**src/logic/ucfg_params.svh**
```systemverilog
`ifndef UCFG_PARAMS_SVH
`define UCFG_PARAMS_SVH
// ----------------------------------------
// configuration indices
// ----------------------------------------
`define UCFG_IDX_IRQ_ROUTE 8'h1D
`define UCFG_IDX_CLOCK 8'h1E
`define UCFG_IDX_RSVD_A 8'h1F
`define UCFG_IDX_RSVD_B 8'h20
`define UCFG_IDX_RSVD_C 8'h21
`define UCFG_IDX_RSVD_D 8'h22
`define UCFG_IDX_RSVD_E 8'h23
`define UCFG_IDX_BASE1 8'h24
`define UCFG_IDX_BASE2 8'h25
`define UCFG_IDX_RSVD_F 8'h26
`define UCFG_IDX_RSVD_G 8'h27
// ----------------------------------------
// reset values
// ----------------------------------------
`define UCFG_RST_IRQ_ROUTE 8'h00
`define UCFG_RST_CLOCK 8'h00
`define UCFG_RST_BASE 8'h00
`define UCFG_RST_RSVD_A 8'h00
`define UCFG_RST_RSVD_B 8'h3C
`define UCFG_RST_RSVD_F 8'hFF
// ----------------------------------------
// field positions
// ----------------------------------------
`define UCFG_ROUTE3_HI 7
`define UCFG_ROUTE3_LO 4
`define UCFG_ROUTE4_HI 3
`define UCFG_ROUTE4_LO 0
`define UCFG_CLK_ABSENT_BIT 0
`define UCFG_CLK_RSVD_BIT 1
// ----------------------------------------
// host command register map
// ----------------------------------------
`define UCFG_HREG_CMD 4'h0
`define UCFG_HREG_DATA 4'h1
`define UCFG_HREG_STATUS 4'h2
`define UCFG_HREG_IRQ_STAT 4'h3
`define UCFG_HREG_IRQ_MASK 4'h4
`define UCFG_CMD_GO_BIT 0
`define UCFG_CMD_WRITE_BIT 1
`endif

```
**src/logic/ucfg_pkg.sv**
```systemverilog
package ucfg_pkg;
  typedef logic [7:0] ucfg_byte_t;
  typedef enum logic [1:0] {
    UCFG_IDLE = 2'b00,
    UCFG_INDEX = 2'b01,
    UCFG_DATA = 2'b10,
    UCFG_WAIT = 2'b11
  } ucfg_host_state_t;
endpackage : ucfg_pkg

```
**src/logic/ucfg_link_if.sv**
```systemverilog
`timescale 1ns/100ps
interface ucfg_link_if;
  // configuration state and register strobes
  logic cfgMode;
  logic idxWr;
  logic dataWr;
  logic dataRd;
  logic [7:0] wrData;
  logic [7:0] rdData;
  logic rdValid;
  modport device (
    input cfgMode, idxWr, dataWr, dataRd, wrData,
    output rdData, rdValid
  );
  modport host (
    output cfgMode, idxWr, dataWr, dataRd, wrData,
    input rdData, rdValid
  );
endinterface : ucfg_link_if

```
**src/logic/ucfg_device.sv**
```systemverilog
`timescale 1ns/100ps
`include "ucfg_params.svh"
module ucfg_device (
  // clock and resets
  input wire logic clk,
  input wire logic rst_n,
  input wire logic standbyRst_n,
  // host link
  ucfg_link_if.device link,
  // serial port interrupt conditions and gates
  input wire logic [3:0] portIrq,
  input wire logic [3:0] portIrqGate,
  // host i/o address to decode
  input wire logic [15:0] ioAddr,
  // routed interrupt lines 0..15
  output logic [15:0] irqLineOut,
  output logic [15:0] irqLineOe,
  // decoder and configuration outputs
  output logic [1:0] portSelect,
  output logic slowClockAbsent
);
  ucfg_pkg::ucfg_byte_t indexReg_r;
  ucfg_pkg::ucfg_byte_t route_r;
  ucfg_pkg::ucfg_byte_t clock_r;
  ucfg_pkg::ucfg_byte_t base_r [2];
  ucfg_pkg::ucfg_byte_t rdData_r;
  logic rdValid_r;
  wire [15:0] lineOut_nxt;
  wire [15:0] lineOe_nxt;
  wire [1:0] portSelect_nxt;
  logic wrOk;

  assign wrOk = link.cfgMode && link.dataWr;

  // ----------------------------------------
  // index register
  // ----------------------------------------
  // index writes outside the configuration state are dropped
  always_ff @(posedge clk) begin
    if (!rst_n) begin
      indexReg_r <= 8'h00;
    end else if (link.cfgMode && link.idxWr) begin
      indexReg_r <= link.wrData;
    end
  end

  // ----------------------------------------
  // main-supply registers
  // ----------------------------------------
  always_ff @(posedge clk) begin
    if (!rst_n) begin
      route_r <= `UCFG_RST_IRQ_ROUTE;
    end else if (wrOk && indexReg_r == `UCFG_IDX_IRQ_ROUTE) begin
      route_r <= link.wrData;
    end
  end

  // bit0 is not stored so it always reads zero
  always_ff @(posedge clk) begin
    if (!rst_n) begin
      base_r[0] <= `UCFG_RST_BASE;
    end else if (wrOk && indexReg_r == `UCFG_IDX_BASE1) begin
      base_r[0] <= {link.wrData[7:1], 1'b0};
    end
  end

  always_ff @(posedge clk) begin
    if (!rst_n) begin
      base_r[1] <= `UCFG_RST_BASE;
    end else if (wrOk && indexReg_r == `UCFG_IDX_BASE2) begin
      base_r[1] <= {link.wrData[7:1], 1'b0};
    end
  end

  // ----------------------------------------
  // standby-supply clock register
  // ----------------------------------------
  // only bit0 is writable; bit1 held at its default so a stray host write cannot move it
  always_ff @(posedge clk) begin
    if (!standbyRst_n) begin
      clock_r <= `UCFG_RST_CLOCK;
    end else if (wrOk && indexReg_r == `UCFG_IDX_CLOCK) begin
      clock_r <= {7'h00, link.wrData[`UCFG_CLK_ABSENT_BIT]};
    end
  end

  // ----------------------------------------
  // read path
  // ----------------------------------------
  // the answer pulse follows an accepted read strobe by one clock
  always_ff @(posedge clk) begin
    if (!rst_n) begin
      rdValid_r <= 1'b0;
    end else begin
      rdValid_r <= link.cfgMode && link.dataRd;
    end
  end

  // read data follow the index every clock, so they stand with the answer
  always_ff @(posedge clk) begin
    if (!rst_n) begin
      rdData_r <= 8'h00;
    end else begin
      unique case (indexReg_r)
        `UCFG_IDX_IRQ_ROUTE: rdData_r <= route_r;
        `UCFG_IDX_CLOCK: rdData_r <= clock_r;
        `UCFG_IDX_BASE1: rdData_r <= base_r[0];
        `UCFG_IDX_BASE2: rdData_r <= base_r[1];
        `UCFG_IDX_RSVD_B: rdData_r <= `UCFG_RST_RSVD_B;
        `UCFG_IDX_RSVD_F: rdData_r <= `UCFG_RST_RSVD_F;
        default: rdData_r <= `UCFG_RST_RSVD_A;
      endcase
    end
  end
  assign link.rdData = rdData_r;
  assign link.rdValid = rdValid_r;

  // ----------------------------------------
  // interrupt routing
  // ----------------------------------------
  // ports 1,2 route elsewhere; only ports 3,4 (index 2,3) use this register
  logic [3:0] sel3;
  logic [3:0] sel4;
  logic on3;
  logic on4;
  assign sel3 = route_r[`UCFG_ROUTE3_HI:`UCFG_ROUTE3_LO];
  assign sel4 = route_r[`UCFG_ROUTE4_HI:`UCFG_ROUTE4_LO];
  // a closed gate leaves the line undriven whatever the port's condition
  assign on3 = sel3 != 4'h0 && portIrqGate[2];
  assign on4 = sel4 != 4'h0 && portIrqGate[3];
  // port 3 wins a clash so a line never has two drivers
  for (genvar n = 0; n < 16; n++) begin : g_line
    logic hit3;
    logic hit4;
    assign hit3 = on3 && sel3 == 4'(n);
    assign hit4 = on4 && sel4 == 4'(n) && !hit3;
    assign lineOe_nxt[n] = hit3 || hit4;
    assign lineOut_nxt[n] = (hit3 && portIrq[2]) || (hit4 && portIrq[3]);
  end

  // ----------------------------------------
  // port address decode
  // ----------------------------------------
  // the select is registered, so it follows ioAddr by one clock
  // ioAddr bits 2:0 never take part in the match
  for (genvar p = 0; p < 2; p++) begin : g_decode
    logic topZero;
    logic baseHit;
    logic portOn;
    assign topZero = ioAddr[15:10] == 6'h00;
    assign baseHit = ioAddr[9:3] == base_r[p][7:1];
    assign portOn = base_r[p][7:6] != 2'h0;
    assign portSelect_nxt[p] = topZero && baseHit && portOn;
  end

  always_ff @(posedge clk) begin
    if (!rst_n) begin
      portSelect <= 2'h0;
    end else begin
      portSelect <= portSelect_nxt;
    end
  end

  // ----------------------------------------
  // routed interrupt lines
  // ----------------------------------------
  // registered so the pins never glitch while the route register changes
  always_ff @(posedge clk) begin
    if (!rst_n) begin
      irqLineOut <= 16'h0000;
      irqLineOe <= 16'h0000;
    end else begin
      irqLineOut <= lineOut_nxt;
      irqLineOe <= lineOe_nxt;
    end
  end

  // ----------------------------------------
  // slow clock flag
  // ----------------------------------------
  // follows the standby register; the main reset only blanks it briefly
  always_ff @(posedge clk) begin
    if (!rst_n) begin
      slowClockAbsent <= 1'b0;
    end else begin
      slowClockAbsent <= clock_r[`UCFG_CLK_ABSENT_BIT];
    end
  end
endmodule : ucfg_device

```
**src/flat_wrapper.sv**
```systemverilog
// flat-port wrapper written by rule: the top's interface ports become plain ports
module ucfg_device_flat 
  (clk, rst_n, standbyRst_n, portIrq, portIrqGate, ioAddr, irqLineOut, irqLineOe, portSelect, slowClockAbsent, link_cfgMode, link_idxWr, link_dataWr, link_dataRd, link_wrData, link_rdData, link_rdValid);
  ucfg_link_if link_i ();
  input wire logic clk;
  input wire logic rst_n;
  input wire logic standbyRst_n;
  input wire logic [3:0] portIrq;
  input wire logic [3:0] portIrqGate;
  input wire logic [15:0] ioAddr;
  output logic [15:0] irqLineOut;
  output logic [15:0] irqLineOe;
  output logic [1:0] portSelect;
  output logic slowClockAbsent;
  input wire logic [$bits(link_i.cfgMode)-1:0] link_cfgMode;
  input wire logic [$bits(link_i.idxWr)-1:0] link_idxWr;
  input wire logic [$bits(link_i.dataWr)-1:0] link_dataWr;
  input wire logic [$bits(link_i.dataRd)-1:0] link_dataRd;
  input wire logic [$bits(link_i.wrData)-1:0] link_wrData;
  output wire logic [$bits(link_i.rdData)-1:0] link_rdData;
  output wire logic [$bits(link_i.rdValid)-1:0] link_rdValid;
  assign link_i.cfgMode = link_cfgMode;
  assign link_i.idxWr = link_idxWr;
  assign link_i.dataWr = link_dataWr;
  assign link_i.dataRd = link_dataRd;
  assign link_i.wrData = link_wrData;
  assign link_rdData = link_i.rdData;
  assign link_rdValid = link_i.rdValid;
  ucfg_device u_core (.clk(clk), .rst_n(rst_n), .standbyRst_n(standbyRst_n), .link(link_i), .portIrq(portIrq), .portIrqGate(portIrqGate), .ioAddr(ioAddr), .irqLineOut(irqLineOut), .irqLineOe(irqLineOe), .portSelect(portSelect), .slowClockAbsent(slowClockAbsent));
endmodule
```
**config.mk**
```make
export PLATFORM = sky130hd
export DESIGN_NAME = ucfg_device_flat
export DESIGN_NICKNAME = d
export VERILOG_FILES = /design/src/logic/ucfg_pkg.sv /design/src/logic/ucfg_link_if.sv /design/src/logic/ucfg_device.sv /design/src/flat_wrapper.sv
export VERILOG_INCLUDE_DIRS = /design/src /design/src/logic
export SDC_FILE = /design/constraint.sdc
export NUM_CORES = 1
export LEC_CHECK = 0
export ABC_AREA = 1
export BUFFER_PORTS_ARGS = -buffer_cell sky130_fd_sc_hd__buf_2
export CORE_ASPECT_RATIO = 1.2
export CORE_MARGIN = 10
export CORE_UTILIZATION = 30
export CTS_CLUSTER_SIZE = 8
export DETAILED_ROUTE_END_ITERATION = 7
export HOLD_SLACK_MARGIN = 0.1
export PLACE_DENSITY = 0.54
export SLEW_MARGIN = 20
export SYNTH_ARGS = -nofsm -noshare
export SYNTH_HDL_FRONTEND = slang
export SYNTH_SLANG_ARGS = --single-unit
```
**constraint.sdc**
```tcl
create_clock -name clk -period 1.8 [get_ports clk]
set_input_delay 0.27 -clock clk [delete_from_list [all_inputs] [get_ports clk]]
set_output_delay 0.27 -clock clk [all_outputs]
set_load 0.05 [all_outputs]
```
==> reports/results.txt <==
synth top area cells: dfxtp_1 36%, edfxtp_1 12%, nor2_1 9.5%
pwr dens: 909 nW/um^2
outcome: completed
CP bufs+invs: 1
Sum Neg Setup Slack: 0 ns
largest net degree at the start of global routing: 37
largest stage delay on the critical path: 0.41 ns
Port Buf Inserts: 75
Required @ worst endpoint: 1.84 ns
sequential fraction of the synthesis area: 47.7%
hold crit path type: primary input to flip-flop
layout cells sized above 1: 25.7%
initial antenna violation count: 0
Slew headroom: 66.2%
Final GP Congestion: 0.861
TritonCTS buffer count: 9
P_leak: 1.91 nW
H-tree levels: 3
Area Growth Syn to Fin: 24.7%
detailed placer's ending HPWL: 7.22 mm
Yosys top cell area share: 35.5%
min Tclk post-route: 1.47 ns
crit-path leading delay family: simple AND/OR/NAND/NOR gates
remaining antenna violation count: 0
antenna fix cells: 0
chip height: 137 um
Syn Area/Cell: 8.00 um^2
via count: 2,990
Die X: 118 um
reg2reg start: u_core.indexReg_r[0]
Yosys cell types: 40
clk_skew: 0.00527 ns
core area: 11,100 um^2
max-cap violations: 0
Max stage delay cell, worst path: dfxtp_1
post-cts gate resize count: 0
final core occ: 38.5%
1st-pass router iterations: 4
Synth Instances: 430
num rows: 42
Crit. End Element: flip-flop
Fin. Hold Viols: 0
initial core utilization: 30.9%
ys async rst share: 0%
postcts setup bufs: 0
fin crit share: 81.8%
Slew @ Worst Pin: 0.507 ns
CTS clock-pin slew for the worst setup and hold paths: 0.06 ns
root buf cell: clkbuf_16
Post-synth EDFFs: 14
global route total overflow: 0
RSZ-0062 raised after global routing: false
wire per inst: 13.7 um
Ys Warns: 0
CP startpoint: u_core.indexReg_r[0]
flip-flop and latch count after synthesis: 75
vias per std cell: 4.48
Mapped Area: 3440 um^2
CP cell instances: nand2_2 > nor2_4 > nand2_2 > o21ai_1 > buf_4
initial drt markers: 172
critical path class: flip-flop to flip-flop
worst-path maximum fanout: 7
full die area: 16,200 um^2
CTS Sinks: 75
Nets: 547
Slew Limit Fails: 0
Post-Route WL: 9.11 mm
Fmax: 679 MHz
Max Buffers Root-to-Sink: 2
number of global-route vias before repair: 2,961
Clock Latency Late Sink: 0.33 ns
crit path DAT: 1.52 ns
Worst setup SP type: flip-flop
wire length of the first global-routing pass: 14.6 mm
CTS Hold Bufs: 0
Most Frequent Cell on Critical Path: nand2_2
GRT Total Usage: 11.3%
maximum VDD drop: 0.354 mV
# IOs: 83
area leader, netlist: dfxtp_1
hold_sp: standbyRst_n
# DRC: 0
Primary FF master, synth: dfxtp_1
final setup fails: 0
CTS tree: done
## worst reg2reg max path: cells and delay by family (launching register included)
family | cells | cell delay, ns
AOI/OAI and AO/OA | 1 | 0.13
buffers and inverters | 1 | 0.16
DFF | 1 | 0.41
and+or+nand+nor | 3 | 0.49
## final timing paths
check                                               to  slack (ns)  depth (start not counted)
worst max register to register     u_core.base_r[1][5]        0.33                          5
worst min-delay path                 u_core.clock_r[0]        0.18                          3
worst max-delay path               u_core.base_r[1][5]        0.33                          5
worst min register to register  u_core.slowClockAbsent        0.45                          2
## metal layers
layer	track usage, %	wire length, um	vias to the layer above
li1	-	-	1568
met4	5.09	150	0
met3	3.03	485	10
met1	12.9	3910	1332
met2	19.5	4560	80
met5	0	0	-
## area by class of cell
cell class / instances / area (um^2)
clock inverters: 5 / 56.3
repair buffers: 79 / 405
fillers: 1163 / 6850
inverters: 49 / 191
flip-flops and latches: 75 / 1640
clock buffers: 11 / 264
multi-input cells: 294 / 1540
well taps: 154 / 193
## placed cells by master, fill, tap and decap left out, types with 7 or more instances in the layout
| master | instances |
|---|---|
| clkbuf_16 | 10 |
| nand3_1 | 40 |
| dfxtp_1 | 61 |
| inv_2 | 7 |
| edfxtp_1 | 14 |
| inv_1 | 40 |
| o21ai_1 | 10 |
| nand2_1 | 46 |
| a21oi_1 | 32 |
| nor3_1 | 14 |
| o21ai_0 | 12 |
| nor2_1 | 87 |
| buf_2 | 75 |
## metrics by stage
step                      setup slack [ns]  instances  hold WS, ns  power (mW)  area [um^2]
after global placement               0.367        651        0.443        2.06         3970
after detailed placement             0.333        651        0.449        2.07         3970
after global routing                 0.196        667        0.219        4.05         4290
after floorplan                      0.244        431        0.384        1.97         3440
after CTS                            0.326        667        0.169        3.96         4290
final                                0.327        667        0.178        3.90         4290
## cells in the mapped netlist (4+ instances only)
cell,instances
nand4_1,5
edfxtp_1,14
o21ai_0,12
nand3_1,40
buf_2,4
nor2_1,87
nor2_4,6
dfxtp_1,61
xnor2_1,6
nand2_1,46
nor3_1,14
inv_1,40
a21oi_1,32
inv_2,7
nand2_2,6
o21ai_1,10
## power by group
part	internal (mW)	leakage, nW	switching (mW)	total (mW)
combinational	0.0810	1.11	0.186	0.267
clock	1.20	0.162	0.675	1.87
sequential	1.74	0.638	0.0225	1.76
## kinds of logic after synthesis
logic type	Yosys count	synth area share, %
simple gates	223	32.7
flops	75	47.7
compound gates	63	10.2
buf+inv	62	7.71
xor+xnor	6	1.53
other cells	1	0.109
## sequential cells by signal, summed over array words and instances, names as in the netlist
| name | count |
|---|---|
| u_core.portSelect | 2 |
| u_core.clock_r | 1 |
| u_core.slowClockAbsent | 1 |
| u_core.link.rdData | 8 |
| u_core.irqLineOe | 16 |
| u_core.base_r | 14 |
| u_core.link.rdValid | 1 |
| u_core.irqLineOut | 16 |
| u_core.indexReg_r | 8 |
| u_core.route_r | 8 |
(Power assumes the default switching activity.)
